File: src/pwmsc_pkg.sv
// constants for the single-channel buffered pwm generator
package pwmsc_pkg;
  // register byte offsets
  localparam logic [7:0] PWMSC_OFS_CTRL = 8'h00;
  localparam logic [7:0] PWMSC_OFS_OUTC = 8'h04;
  localparam logic [7:0] PWMSC_OFS_COUNT = 8'h08;
  localparam logic [7:0] PWMSC_OFS_DUTY = 8'h0C;
  localparam logic [7:0] PWMSC_OFS_PERIOD = 8'h10;
  localparam logic [7:0] PWMSC_OFS_BUFFER = 8'h14;
  localparam logic [7:0] PWMSC_OFS_STATUS = 8'h18;
  // control register fields
  localparam int PWMSC_CTRL_RUN = 0;
  localparam int PWMSC_CTRL_CLR = 1;
  localparam int PWMSC_CTRL_BUF = 2;
  localparam int PWMSC_CTRL_XCLR = 3;
  localparam int PWMSC_CTRL_PS_LO = 4;
  localparam int PWMSC_CTRL_PS_HI = 5;
  localparam logic [5:0] PWMSC_CTRL_RST = 6'h12;
  // output control register fields
  localparam int PWMSC_OUTC_INIT = 0;
  localparam int PWMSC_OUTC_PLVL = 1;
  localparam int PWMSC_OUTC_DLVL = 2;
  localparam logic [2:0] PWMSC_OUTC_RST = 3'h4;
  // status register fields
  localparam int PWMSC_STAT_OUT = 0;
  localparam int PWMSC_STAT_RUN = 1;
  // prescaler selections and terminal counts
  typedef enum logic [1:0] {
    PWMSC_DIV1 = 2'b00,
    PWMSC_DIV4 = 2'b01,
    PWMSC_DIV16 = 2'b10,
    PWMSC_DIV64 = 2'b11
  } pwmsc_div_t;
  localparam logic [5:0] PWMSC_LIM1 = 6'h00;
  localparam logic [5:0] PWMSC_LIM4 = 6'h03;
  localparam logic [5:0] PWMSC_LIM16 = 6'h0F;
  localparam logic [5:0] PWMSC_LIM64 = 6'h3F;
  localparam logic [31:0] PWMSC_RD_ZERO = 32'h0000_0000;
endpackage

File: src/pwmsc_top.sv
// single-channel pwm generator with duty buffer and period match pulse
//
// The plain strobed port and the register addresses were chosen for this implementation.
`timescale 1ns/1ps
`default_nettype none
// Operation
// - duty spans never-high to always-high purely from compare values
// - counter clears to zero on period match when clearing enabled
// - period match drives the pin to its configured level, low by default
// - duty match drives the pin to its configured level, high by default
// - pin starts from a configurable initial level, low by default
// - initial level appears when the output control register is written
// - with buffering on, the buffer supplies the next duty value
// - compare-match timing copies buffer into duty on each duty match
// - counter-clear timing copies buffer into duty on each counter clear
// - duty match during buffer write transfers the old buffer value
// - counter clear during buffer write transfers the old buffer value
// - larger duty loaded after its match gives a second match that period
// - second duty match while already at that level leaves the pin unchanged
// - each period match raises the period match interrupt pulse
// - late buffer write leaves duty unchanged through the next match
// - counter runs on a selectable prescaled tick, divide by four default
// - compare write during a match takes effect and match still occurs
module pwmsc_top
  import pwmsc_pkg::*;
#(
  parameter int W = 16
)(
  input wire logic i_ref_clk,
  input wire logic i_rst,
  input wire logic [7:0] i_addr,
  input wire logic [31:0] i_wdata,
  input wire logic i_wr,
  input wire logic i_rd,
  output logic [31:0] o_rdata,
  output logic o_pwm,
  output logic o_period_match_irq
);

  ////////////////////////////////////////////////////////////////////////////
  // helpers

  function automatic logic hit(input logic [7:0] a, input logic [7:0] ofs);
    hit = (a == ofs);
  endfunction

  function automatic logic [5:0] div_lim(input logic [1:0] sel);
    case (sel)
      PWMSC_DIV1: div_lim = PWMSC_LIM1;
      PWMSC_DIV4: div_lim = PWMSC_LIM4;
      PWMSC_DIV16: div_lim = PWMSC_LIM16;
      PWMSC_DIV64: div_lim = PWMSC_LIM64;
      default: div_lim = PWMSC_LIM4;
    endcase
  endfunction

  ////////////////////////////////////////////////////////////////////////////
  // registers and decode

  logic [5:0] ctrl_q;
  logic [2:0] outc_q;
  logic [W-1:0] cnt_q;
  logic [W-1:0] duty_q;
  logic [W-1:0] per_q;
  logic [W-1:0] buf_q;
  logic [5:0] presc_q;
  logic out_q;
  logic irq_q;
  logic [31:0] rdata_q;

  logic wr_ctrl;
  logic wr_outc;
  logic wr_cnt;
  logic wr_duty;
  logic wr_per;
  logic wr_buf;
  logic run;
  logic tick;
  logic duty_match;
  logic per_match;
  logic cnt_clear;
  logic xfer;

  assign wr_ctrl = i_wr & hit(i_addr, PWMSC_OFS_CTRL);
  assign wr_outc = i_wr & hit(i_addr, PWMSC_OFS_OUTC);
  assign wr_cnt = i_wr & hit(i_addr, PWMSC_OFS_COUNT);
  assign wr_duty = i_wr & hit(i_addr, PWMSC_OFS_DUTY);
  assign wr_per = i_wr & hit(i_addr, PWMSC_OFS_PERIOD);
  assign wr_buf = i_wr & hit(i_addr, PWMSC_OFS_BUFFER);
  assign run = ctrl_q[PWMSC_CTRL_RUN];

  ////////////////////////////////////////////////////////////////////////////
  // prescaler

  assign tick = run & (presc_q >= div_lim(ctrl_q[PWMSC_CTRL_PS_HI:PWMSC_CTRL_PS_LO]));

  always_ff @(posedge i_ref_clk or posedge i_rst)
  begin
    if (i_rst)
      presc_q <= '0;
    else if (!run || tick)
      presc_q <= '0;
    else
      presc_q <= presc_q + 6'h01;
  end

  ////////////////////////////////////////////////////////////////////////////
  // compare events, old register values used

  assign duty_match = tick & (cnt_q == duty_q);
  assign per_match = tick & (cnt_q == per_q);
  assign cnt_clear = per_match & ctrl_q[PWMSC_CTRL_CLR];
  assign xfer = ctrl_q[PWMSC_CTRL_BUF] &
    (ctrl_q[PWMSC_CTRL_XCLR] ? cnt_clear : duty_match);

  ////////////////////////////////////////////////////////////////////////////
  // configuration registers

  always_ff @(posedge i_ref_clk or posedge i_rst)
  begin
    if (i_rst)
      ctrl_q <= PWMSC_CTRL_RST;
    else if (wr_ctrl)
      ctrl_q <= i_wdata[5:0];
  end

  always_ff @(posedge i_ref_clk or posedge i_rst)
  begin
    if (i_rst)
      outc_q <= PWMSC_OUTC_RST;
    else if (wr_outc)
      outc_q <= i_wdata[2:0];
  end

  always_ff @(posedge i_ref_clk or posedge i_rst)
  begin
    if (i_rst)
      per_q <= '0;
    else if (wr_per)
      per_q <= i_wdata[W-1:0];
  end

  always_ff @(posedge i_ref_clk or posedge i_rst)
  begin
    if (i_rst)
      buf_q <= '0;
    else if (wr_buf)
      buf_q <= i_wdata[W-1:0];
  end

  ////////////////////////////////////////////////////////////////////////////
  // counter

  always_ff @(posedge i_ref_clk or posedge i_rst)
  begin
    if (i_rst)
      cnt_q <= '0;
    else if (wr_cnt)
      cnt_q <= i_wdata[W-1:0];
    else if (cnt_clear)
      cnt_q <= '0;
    else if (tick)
      cnt_q <= cnt_q + 1'b1;
  end

  ////////////////////////////////////////////////////////////////////////////
  // duty compare, software write wins over a buffer transfer

  always_ff @(posedge i_ref_clk or posedge i_rst)
  begin
    if (i_rst)
      duty_q <= '0;
    else if (wr_duty)
      duty_q <= i_wdata[W-1:0];
    else if (xfer)
      duty_q <= buf_q;
  end

  ////////////////////////////////////////////////////////////////////////////
  // output pin; duty wins a tie so duty equal period stays at the duty level

  always_ff @(posedge i_ref_clk or posedge i_rst)
  begin
    if (i_rst)
      out_q <= 1'b0;
    else if (wr_outc)
      out_q <= i_wdata[PWMSC_OUTC_INIT];
    else if (duty_match)
      out_q <= outc_q[PWMSC_OUTC_DLVL];
    else if (per_match)
      out_q <= outc_q[PWMSC_OUTC_PLVL];
  end

  assign o_pwm = out_q;

  ////////////////////////////////////////////////////////////////////////////
  // period match interrupt pulse

  always_ff @(posedge i_ref_clk or posedge i_rst)
  begin
    if (i_rst)
      irq_q <= 1'b0;
    else
      irq_q <= per_match;
  end

  assign o_period_match_irq = irq_q;

  ////////////////////////////////////////////////////////////////////////////
  // read port

  always_ff @(posedge i_ref_clk or posedge i_rst)
  begin
    if (i_rst)
      rdata_q <= PWMSC_RD_ZERO;
    else if (!i_rd)
      rdata_q <= PWMSC_RD_ZERO;
    else
    begin
      case (i_addr)
        PWMSC_OFS_CTRL: rdata_q <= {26'h0, ctrl_q};
        PWMSC_OFS_OUTC: rdata_q <= {29'h0, outc_q};
        PWMSC_OFS_COUNT: rdata_q <= {{(32-W){1'b0}}, cnt_q};
        PWMSC_OFS_DUTY: rdata_q <= {{(32-W){1'b0}}, duty_q};
        PWMSC_OFS_PERIOD: rdata_q <= {{(32-W){1'b0}}, per_q};
        PWMSC_OFS_BUFFER: rdata_q <= {{(32-W){1'b0}}, buf_q};
        PWMSC_OFS_STATUS: rdata_q <= {30'h0, run, out_q};
        default: rdata_q <= PWMSC_RD_ZERO;
      endcase
    end
  end

  assign o_rdata = rdata_q;

  ////////////////////////////////////////////////////////////////////////////
  // checks

  AST_CLEAR: assert property (@(posedge i_ref_clk) disable iff (i_rst)
    (cnt_clear && !wr_cnt) |=> (cnt_q == '0))
    else $error("counter not cleared on period match");

  AST_PER_LVL: assert property (@(posedge i_ref_clk) disable iff (i_rst)
    (per_match && !duty_match && !wr_outc) |=> (o_pwm == $past(outc_q[PWMSC_OUTC_PLVL])))
    else $error("pin not at period level after period match");

  AST_DUTY_LVL: assert property (@(posedge i_ref_clk) disable iff (i_rst)
    (duty_match && !wr_outc) |=> (o_pwm == $past(outc_q[PWMSC_OUTC_DLVL])))
    else $error("pin not at duty level after duty match");

  AST_INIT: assert property (@(posedge i_ref_clk) disable iff (i_rst)
    wr_outc |=> (o_pwm == $past(i_wdata[PWMSC_OUTC_INIT])))
    else $error("initial level not shown after output control write");

  AST_XFER_CMP: assert property (@(posedge i_ref_clk) disable iff (i_rst)
    (ctrl_q[PWMSC_CTRL_BUF] && !ctrl_q[PWMSC_CTRL_XCLR] && duty_match && !wr_duty)
    |=> (duty_q == $past(buf_q)))
    else $error("buffer not transferred on duty match");

  AST_XFER_CLR: assert property (@(posedge i_ref_clk) disable iff (i_rst)
    (ctrl_q[PWMSC_CTRL_BUF] && ctrl_q[PWMSC_CTRL_XCLR] && cnt_clear && !wr_duty)
    |=> (duty_q == $past(buf_q)))
    else $error("buffer not transferred on counter clear");

  AST_KEEP: assert property (@(posedge i_ref_clk) disable iff (i_rst)
    (!xfer && !wr_duty) |=> $stable(duty_q))
    else $error("duty changed without transfer or write");

  AST_IRQ: assert property (@(posedge i_ref_clk) disable iff (i_rst)
    per_match |=> o_period_match_irq)
    else $error("period match pulse missing");

  AST_IRQ_OFF: assert property (@(posedge i_ref_clk) disable iff (i_rst)
    !per_match |=> !o_period_match_irq)
    else $error("period match pulse without a match");

  AST_BUF_OFF: assert property (@(posedge i_ref_clk) disable iff (i_rst)
    (!ctrl_q[PWMSC_CTRL_BUF] && !wr_duty) |=> $stable(duty_q))
    else $error("duty moved with buffering off");

  AST_CLR_WAIT: assert property (@(posedge i_ref_clk) disable iff (i_rst)
    (ctrl_q[PWMSC_CTRL_BUF] && ctrl_q[PWMSC_CTRL_XCLR] && !cnt_clear && !wr_duty)
    |=> $stable(duty_q))
    else $error("duty moved between counter clears");

  AST_INC: assert property (@(posedge i_ref_clk) disable iff (i_rst)
    (tick && !cnt_clear && !wr_cnt) |=> (cnt_q == W'($past(cnt_q) + 1'b1)))
    else $error("counter did not step on tick");

  AST_HOLD: assert property (@(posedge i_ref_clk) disable iff (i_rst)
    (!run && !wr_cnt) |=> $stable(cnt_q))
    else $error("stopped counter moved");

  AST_DIRECT: assert property (@(posedge i_ref_clk) disable iff (i_rst)
    wr_duty |=> (duty_q == $past(i_wdata[W-1:0])))
    else $error("duty write not taken");

  AST_STEADY: assert property (@(posedge i_ref_clk) disable iff (i_rst)
    (duty_match && o_pwm == outc_q[PWMSC_OUTC_DLVL] && !wr_outc) |=> $stable(o_pwm))
    else $error("repeated duty match changed the pin");

  AST_DIV4: assert property (@(posedge i_ref_clk) disable iff (i_rst)
    (tick && ctrl_q == $past(ctrl_q) && ctrl_q[PWMSC_CTRL_PS_HI:PWMSC_CTRL_PS_LO] == PWMSC_DIV4
     && !wr_ctrl) |=> (!tick [*3]))
    else $error("divide by four tick spacing wrong");

endmodule
`default_nettype wire

File: config.mk
export PLATFORM = sky130hd
export DESIGN_NAME = pwmsc_top
export DESIGN_NICKNAME = d
export VERILOG_FILES = /design/src/pwmsc_pkg.sv /design/src/pwmsc_top.sv
export SDC_FILE = /design/constraint.sdc
export NUM_CORES = 1
export LEC_CHECK = 0
export BUFFER_PORTS_ARGS = -buffer_cell sky130_fd_sc_hd__clkbuf_2
export CAP_MARGIN = 10
export CORE_MARGIN = 1
export CORE_UTILIZATION = 35
export DETAILED_ROUTE_END_ITERATION = 12
export GPL_TIMING_DRIVEN = 1
export PLACE_DENSITY = 0.51
export SYNTH_ARGS = -nofsm -noshare
export SYNTH_HDL_FRONTEND = slang
export SYNTH_SLANG_ARGS = --single-unit
File: constraint.sdc
create_clock -name i_ref_clk -period 3.3 [get_ports i_ref_clk]
set_clock_uncertainty 0.2 [all_clocks]
set_input_delay 0.165 -clock i_ref_clk [delete_from_list [all_inputs] [get_ports i_ref_clk]]
set_output_delay 0.165 -clock i_ref_clk [all_outputs]
set_load 0.01 [all_outputs]
# [After elaboration in Yosys (flattened, before gate mapping)]
# Cells that the tools add are included.
[word_totals] latch_bits=0 register_bits=113 out_inout_bits=34 romBits=0 wordCells=55 ram_bits=0 memories=0 input_bits=44
[op_classes] n_reduce_logical=7 multipliers=0 addsub=2 bitwise=11 n_div=0 n_mux=13 order_cmp=1 n_eq_ne=11 n_shift=0
[op_table] cell="$pmux 16 s7" n=1
[op_table] cell="$mux 16" n=6
[op_table] cell="$eq 16x16->1" n=2
[op_table] cell="$eq 8x5->1 const B" n=3
[op_table] cell="$pmux 6 s4" n=1
[op_table] cell="$add 16x1->16 const B" n=1
[op_table] cell="$eq 8x4->1 const B" n=2
[op_table] cell="$and 1x1->1" n=11
[op_table] cell="$eq 8x3->1 const B" n=1
[op_table] cell="$logic_not 8->1" n=1
[op_table] cell="$add 6x1->6 const B" n=1
[op_table] cell="$ge 6x6->1" n=1
[op_table] cell="$mux 6" n=1
[op_table] cell="$reduce_bool 3->1" n=2
[op_table] cell="$eq 2x2->1 const B" n=2
[op_table] cell="$mux 1" n=4
[op_table] cell="$eq 2x1->1 const B" n=1
[op_table] cell="$logic_not 2->1" n=1
[op_table] cell="$reduce_bool 2->1" n=1
[op_table] cell="$logic_not 1->1" n=1
[op_table] cell="$logic_or 1x1->1" n=1

# [Depth between registers and ports, before layout]
# Gate-level depths: netlist (run 1).
[depth] ltp_word=10 depth_mapped=11 mapped_depth_nobuf=9

# [Worst setup path after synthesis (run 1)]
# No wires, ideal clock.
[synth_timing] path_kind="register to register" startpoint="register ctrl_q[5]" endpoint="register duty_q[0]" setup_slack_ns=0.561 period_less_slack_ns=2.739 path_buffers=2 required_time_ns=2.963 arrival_ns=2.402 path_stages_with_launch=12 setup_ns=0.137 cell_sequence="dfrtp_1 or2_2 ha_1 nand2b_1 a21oi_1 o31a_1 nor4b_1 a41o_1 buf_6 buf_12 mux2i_1 a21oi_1"
[synth_via] elab_chain_cells=9 word_cells_on_any_way=13 classes_between="1 x order compare; 3 x eq/ne; 2 x mux; 5 x bitwise; 2 x reduce/logical"
[synth_lines] element="from (decl)" line_no="pwmsc_top.sv:60" text="logic [5:0] ctrl_q;"
[synth_lines] element="from (signal assigned)" line_no="pwmsc_top.sv:124" text="ctrl_q <= i_wdata[5:0];"
[synth_lines] element="$eq 2x2->1 (tied with other cells)" line_no="pwmsc_top.sv:48" text="case (sel)"
[synth_lines] element="$pmux 6 s4 (*)" line_no="pwmsc_top.sv:48"
[synth_lines] element="$ge 6x6->1 (*)" line_no="pwmsc_top.sv:95" text="assign tick = run & (presc_q >= div_lim(ctrl_q[PWMSC_CTRL_PS_HI:PWMSC_CTRL_PS_LO]));"
[synth_lines] element="$and 1x1->1 (*)" line_no="pwmsc_top.sv:95"
[synth_lines] element="$and 1x1->1" line_no="pwmsc_top.sv:111" text="assign per_match = tick & (cnt_q == per_q);"
[synth_lines] element="$and 1x1->1" line_no="pwmsc_top.sv:112" text="assign cnt_clear = per_match & ctrl_q[PWMSC_CTRL_CLR];"
[synth_lines] element="$mux 1 (*)" line_no="pwmsc_top.sv:114" text="(ctrl_q[PWMSC_CTRL_XCLR] ? cnt_clear : duty_match);"
[synth_lines] element="$and 1x1->1 (*)" line_no="pwmsc_top.sv:113" text="assign xfer = ctrl_q[PWMSC_CTRL_BUF] &"
[synth_lines] element="$reduce_bool 2->1 (no source line) (*)"
[synth_lines] element="to (signal assigned)" line_no="pwmsc_top.sv:174" text="duty_q <= i_wdata[W-1:0];"
[synth_lines] element="to (signal assigned)" line_no="pwmsc_top.sv:176" text="duty_q <= buf_q;"
[synth_lines] element="to (decl)" line_no="pwmsc_top.sv:63" text="logic [W-1:0] duty_q;"
# Every way passes the cells marked *; elsewhere a longest branch is shown, timed or not.
# A chain may end at the register's enable or synchronous reset.

# [Final worst setup path (run 1)]
[layout_timing] startpoint="register cnt_q[3]" endpoint="register duty_q[8]"
[layout_via] elab_chain_cells=6 word_cells_on_any_way=8 classes_between="2 x eq/ne; 1 x mux; 4 x bitwise; 1 x reduce/logical"
[layout_lines] element="from (decl)" line_no="pwmsc_top.sv:62" text="logic [W-1:0] cnt_q;"
[layout_lines] element="from (signal assigned)" line_no="pwmsc_top.sv:159" text="cnt_q <= i_wdata[W-1:0];"
[layout_lines] element="from (signal assigned)" line_no="pwmsc_top.sv:163" text="cnt_q <= cnt_q + 1'b1;"
[layout_lines] element="$eq 16x16->1" line_no="pwmsc_top.sv:111"
[layout_lines] element="$and 1x1->1" line_no="pwmsc_top.sv:111"
[layout_lines] element="$and 1x1->1" line_no="pwmsc_top.sv:112"
[layout_lines] element="$mux 1 (*)" line_no="pwmsc_top.sv:114"
[layout_lines] element="$and 1x1->1 (*)" line_no="pwmsc_top.sv:113"
[layout_lines] element="$reduce_bool 2->1 (no source line) (*)"
# Marks and branches as above.

==> results of run 1 <==
stage by stage:
stage,utilization (%),cells,hold slack (ns)
2_1_floorplan,-,538,0.0527
3_3_place_gp,37.5,731,0.107
3_5_place_dp,37.5,731,0.115
4_1_cts,40.5,764,0.0932
5_1_grt,40.5,764,0.130
6_report,40.5,764,0.0988
per-layer routing:
layer | share of wire, % | global-route usage (%) | wire, um
met1 | 46 | 25.4 | 6470
met2 | 48 | 30.6 | 6790
met3 | 3.7 | 2.40 | 522
met4 | 2.2 | 7.65 | 303
met5 | 0 | 0 | 0
cells in the mapped netlist, drive strengths merged (2+ instances only):
cell	n	area (sq um)
o21ai	20	100
mux2	43	484
a22oi	33	248
buf	43	347
a221oi	2	17.5
nor4b	2	17.5
nor2b	5	31.3
nand3	16	80.1
a211oi	2	15.0
a22o	2	17.5
nand3b	2	15.0
nor2	40	153
nand2	43	176
nand4	7	43.8
a21oi	41	205
dfrtp	94	2350
nand2b	2	12.5
a222oi	3	30.0
nor4	7	56.3
inv	8	30.0
dfstp	3	78.8
xnor2	22	215
mux2i	17	170
nor3	2	21.3
xor2	19	166
and2	4	26.3
and3	10	62.6
clkbuf	11	41.3
ha	8	100
worst max-delay path, cell delays in order (launching register included):
cell and delay (ns):
dfrtp_1 0.45, xnor2_1 0.34, nand4_1 0.19, nor4_2 0.52, and2_2 0.41, a41o_1 0.26
buf_12 0.19, mux2i_1 0.20, a21oi_1 0.09
repair_timing:
action	CTS	global route
hold endpoints to repair	118	0
resized for setup	0	0
hold buffers	17	0
cell type report:
class                   count  area [sq um]  share of cell area, %
inverters                   8          32.5                  0.530
clock inverters             2          13.8                  0.224
repair buffers             76           526                   8.57
flip-flops and latches     97          2430                   39.6
well taps                 188           235                   3.83
multi-input cells         379          2620                   42.7
clock buffers              14           274                   4.47
worst max path at each step:
stage	endpoint	slack, ns	startpoint
4_1_cts	duty_q[8]	0.35	cnt_q[3]
3_3_place_gp	duty_q[12]	0.42	cnt_q[3]
2_1_floorplan	buf_q[0]	0.41	i_rst
3_5_place_dp	duty_q[8]	0.36	cnt_q[3]
5_1_grt	duty_q[11]	0.24	cnt_q[3]
6_report	duty_q[8]	0.32	cnt_q[3]
where the power goes:
group / switching [mW] / internal, mW / total (mW)
clock: 0.448 / 0.574 / 1.02
sequential: 0.143 / 1.27 / 1.42
combinational: 0.252 / 0.226 / 0.478
total: 0.842 / 2.07 / 2.92
state kept, by name, indices dropped and copies added, names as in the netlist:
register            cells
duty_q                 16
cnt_q                  16
o_period_match_irq      1
o_pwm                   1
outc_q                  3
buf_q                  16
presc_q                 6
o_rdata                16
ctrl_q                  6
per_q                  16
kinds of logic (layout without fill, tap and decap cells):
kind of cell             count (synthesis)  count (layout)  share of synthesized area, %
multiplexers                            60              60                          12.1
other                                    1              16                        0.0692
buffers and inverters                   62             100                          7.72
XOR/XNOR                                41              41                          7.05
flip-flops                              97              97                          44.9
adder cells (fa/ha/maj)                  8               8                          1.85
AO/OA/AOI/OAI                          112             112                          13.2
AND/OR/NAND/NOR                        142             142                          13.2
==> out/metrics.csv, run 1 <==
metric,value,unit
die_y,126,um
grt_max_degree,53,
drt-wirelength-per-cell,18.4,um
num_rows,45,
synth_edf_count,0,
place_area,5680,sq um
antenna_left,0,
whs_path_depth,4,
drc_errors,0,
maxSlewViolCount,0,
vias,4103,
die_w,126,um
ff2ff_path_depth,8,
tightest_slew,0.699,ns
path_clk_slew,0.07,ns
layout-drive-gt1-share,22.6,%
firstDrtPassIters,5,
synthFlopType,dfrtp_1,
initial_core_util,35.8,%
syn_area_per_cell,10.4,sq um
grt_use_total,18.8,%
power_density,475,nW/um^2
htreeDepth,3,
num-nets-final,623,
cap_violations,0,
ys_types,53,
final_common_cell,dfrtp_1,
ys_ff_latch,97,
path_class,reg -> reg,
cp_max_fo,16,
timing.fmax,335,MHz
drtIter0Drc,323,
fin_setup_tns,0,ns
area_delta_synth_final,13.3,%
cts_setup_buffers,0,
fin_crit,2.98,ns
grt_pass1_wl,22800,um
cts_buffers,9,
core_area,15100,sq um
tritoncts,done,
timing.final.crit_share,90.4,%
ys_async_sr_fraction,100,%
end_kind,register,
rsz0062_at_grt,no,
cp-start-kind,register,
reg2reg_to,duty_q[8],
finalPower,2.92,mW
reg2reg_slack,0.32,ns
hp-start,i_addr[0],
netlist_area,5420,sq um
p_leak,2.60,nW
root_buffer,clkbuf_16,
layout_common_cells,"94 x dfrtp_1, 45 x clkbuf_2, 41 x nand2_1, 41 x a21oi_1",
viasPerCell,5.37,
hold_viol_final,0,
reg2reg_from,cnt_q[3],
outcome,"finished, final reports clean",
cp.arrival,3.02,ns
cp.required,3.33,ns
maxSlewHeadroom,53.4,%
finalSetupViolCount,0,
totalWireLength,14100,um
cts_buffer_depth,2,
synth_cells,523,
ys_warn_count,0,
clkSinkCount,97,
port-buffer-count,45,
post-place-ws,0.355,ns
worstSkewPairLatency,0.35,ns
diodes,0,
fill_cells,1478,
grt_antenna_before_repair,0,
globalRouteOverflowTotal,0,
design.die.area,16000,sq um
grt_pass1_vias,4047,
holdPathEnd,o_rdata[3],
io_pins,78,
dp_hpwl,9900,um
worst_slack,0.315,ns
hp-class,in -> reg,
finalInstanceArea,6130,sq um
peakVddDrop,0.269,mV
ys_seq_area_share,44.9,%
gp_congestion,0.829,
Power figures use the tool's default switching activity.
==> run 2, diff against run 1 <==
- PLACE_DENSITY: 0.51 -> 0.58
==> out/metrics.csv, run 2 (synthesis results as in run 1) <==
metric,value,unit,change
outcome,"finished, final reports clean",,unchanged
cp.arrival,2.90,ns,was 3.02 ns
design.die.area,16000,sq um,unchanged
area_delta_synth_final,13.3,%,about the same
cts_buffers,9,,unchanged
layout_common_cells,"94 x dfrtp_1, 45 x clkbuf_2, 41 x nand2_1, 41 x a21oi_1",,unchanged
hold_buffers,17,,unchanged
maxSlewHeadroom,58.6,%,was 53.4%
p_comb_share,15.1,%,was 16.4%
core_area,15100,sq um,unchanged
hold_viol_final,0,,unchanged
die_w,126,um,unchanged
path_class,reg -> reg,,unchanged
gp_congestion,0.863,,was 0.829
worst_slack,0.414,ns,was 0.315 ns
slowest_stage,dfrtp_1,,was nor4_2
p_seq_share,47.7,%,was 48.6%
power_density,488,nW/um^2,was 475 nW/um^2
layout.cells.non_filler,761,,was 764
max_stage_delay,0.47,ns,was 0.52 ns
grt_antenna_before_repair,0,,unchanged
vias,4100,,was 4103
diodes,0,,unchanged
cts_resized,0,,unchanged
cts_setup_buffers,0,,unchanged
num_rows,45,,unchanged
internal_power,2.16,mW,was 2.07 mW
clkSinkCount,97,,unchanged
grt_pass1_vias,3921,,was 4047
die_y,126,um,unchanged
netSwitchingPower,0.840,mW,was 0.842 mW
cts_buffer_depth,2,,unchanged
end_kind,register,,unchanged
power.share.clock,37.2,%,was 35.0%
worstSkewPairLatency,0.35,ns,about the same
timing.final.crit_share,87.4,%,was 90.4%
dp_cells,728,,was 731
dp_hpwl,9390,um,was 9900 um
globalRouteOverflowTotal,0,,unchanged
peakVddDrop,0.299,mV,was 0.269 mV
root_buffer,clkbuf_16,,unchanged
final_common_cell,dfrtp_1,,unchanged
tritoncts,done,,unchanged
drc_errors,0,,unchanged
port-buffer-count,45,,unchanged
cap_violations,0,,unchanged
viasPerCell,5.39,,was 5.37
finalInstanceArea,6140,sq um,was 6130 sq um
cp-start-kind,register,,unchanged
grt_use_total,17.7,%,was 18.8%
initial_core_util,35.8,%,unchanged
firstDrtPassIters,6,,was 5
crit_chain,"xnor2_1, nand4_1, nor4_2, and2_2, a41o_1, buf_12, mux2i_1, a21oi_1",,unchanged
drt-wirelength-per-cell,17.5,um,was 18.4 um
antenna_left,0,,unchanged
finalPower,3.00,mW,was 2.92 mW
timing.fmax,347,MHz,was 335 MHz
timing.hold.ws,0.113,ns,was 0.0988 ns
post-place-ws,0.474,ns,was 0.355 ns
hp-class,in -> reg,,unchanged
totalWireLength,13300,um,was 14100 um
layout-drive-gt1-share,22.2,%,was 22.6%
finalSetupViolCount,0,,unchanged
io_pins,78,,unchanged
fin_crit,2.89,ns,was 2.98 ns
utilization,40.5,%,about the same
fin_setup_tns,0,ns,unchanged
cp.required,3.31,ns,was 3.33 ns
path_buf_inv,1,,unchanged
num-nets-final,620,,was 623
cp_max_fo,16,,unchanged
rsz0062_at_grt,no,,unchanged
grt_pass1_wl,21700,um,was 22800 um
path_clk_slew,0.07,ns,about the same
p_leak,2.60,nW,about the same
drtIter0Drc,405,,was 323
grt_max_degree,50,,was 53
cpLargestDelayFamily,simple AND/OR/NAND/NOR gates,,unchanged
htreeDepth,3,,unchanged
maxSlewViolCount,0,,unchanged
tightest_slew,0.621,ns,was 0.699 ns
place_area,5650,sq um,was 5680 sq um
p_sw_share,28.0,%,was 28.9%
[run 2: cell count changes in the layout (fill, tap and decap cells not counted), sizes merged]
cell    before  now
buf         14   11
inv          8    9
bufinv       0    2
clkbuf      59   56
[run 2: tightest hold or removal path: stages]
cell and delay, ns:
clkbuf_2 0.13, nor3_4 0.08, a22oi_1 0.14, a21oi_1 0.10
[run 2: layout make-up]
type	count	area, sq um
timing repair buffer	73	503
fill	1453	9010
sequential	97	2430
inverter	8	32.5
multi-input combinational	379	2620
tap	188	235
clock buffer	11	233
clock inverter	5	78.8
[run 2: routing by layer]
| metal | vias to the layer above | global-route usage, % | part of all wire [%] |
|---|---|---|---|
| met5 | - | 0 | 0 |
| met2 | 110 | 28.3 | 49 |
| met1 | 2037 | 23.9 | 45 |
| met4 | 0 | 8.01 | 2.3 |
| li1 | 1931 | - | - |
| met3 | 22 | 2.66 | 3.6 |
[run 2: power groups by stage]
stage	logic, mW	clock network, mW	registers [mW]
after floorplan	0.442	0	1.36
after global placement	0.429	0	1.45
after detailed placement	0.433	0	1.45
after CTS	0.453	1.13	1.43
after global routing	0.501	1.18	1.45
final	0.452	1.11	1.43
[run 2: final timing paths]
check | start | to | slack [ns] | cells after the start
min in group asynchronous | i_rst | presc_q[3] | 0.25 | 3
min | i_addr[0] | o_rdata[3] | 0.11 | 4
min reg2reg | outc_q[0] | outc_q[0] | 0.28 | 2
max reg2reg | cnt_q[3] | duty_q[9] | 0.41 | 8
max | cnt_q[3] | duty_q[9] | 0.41 | 8
max in group asynchronous | i_rst | ctrl_q[1] | 1.89 | 4
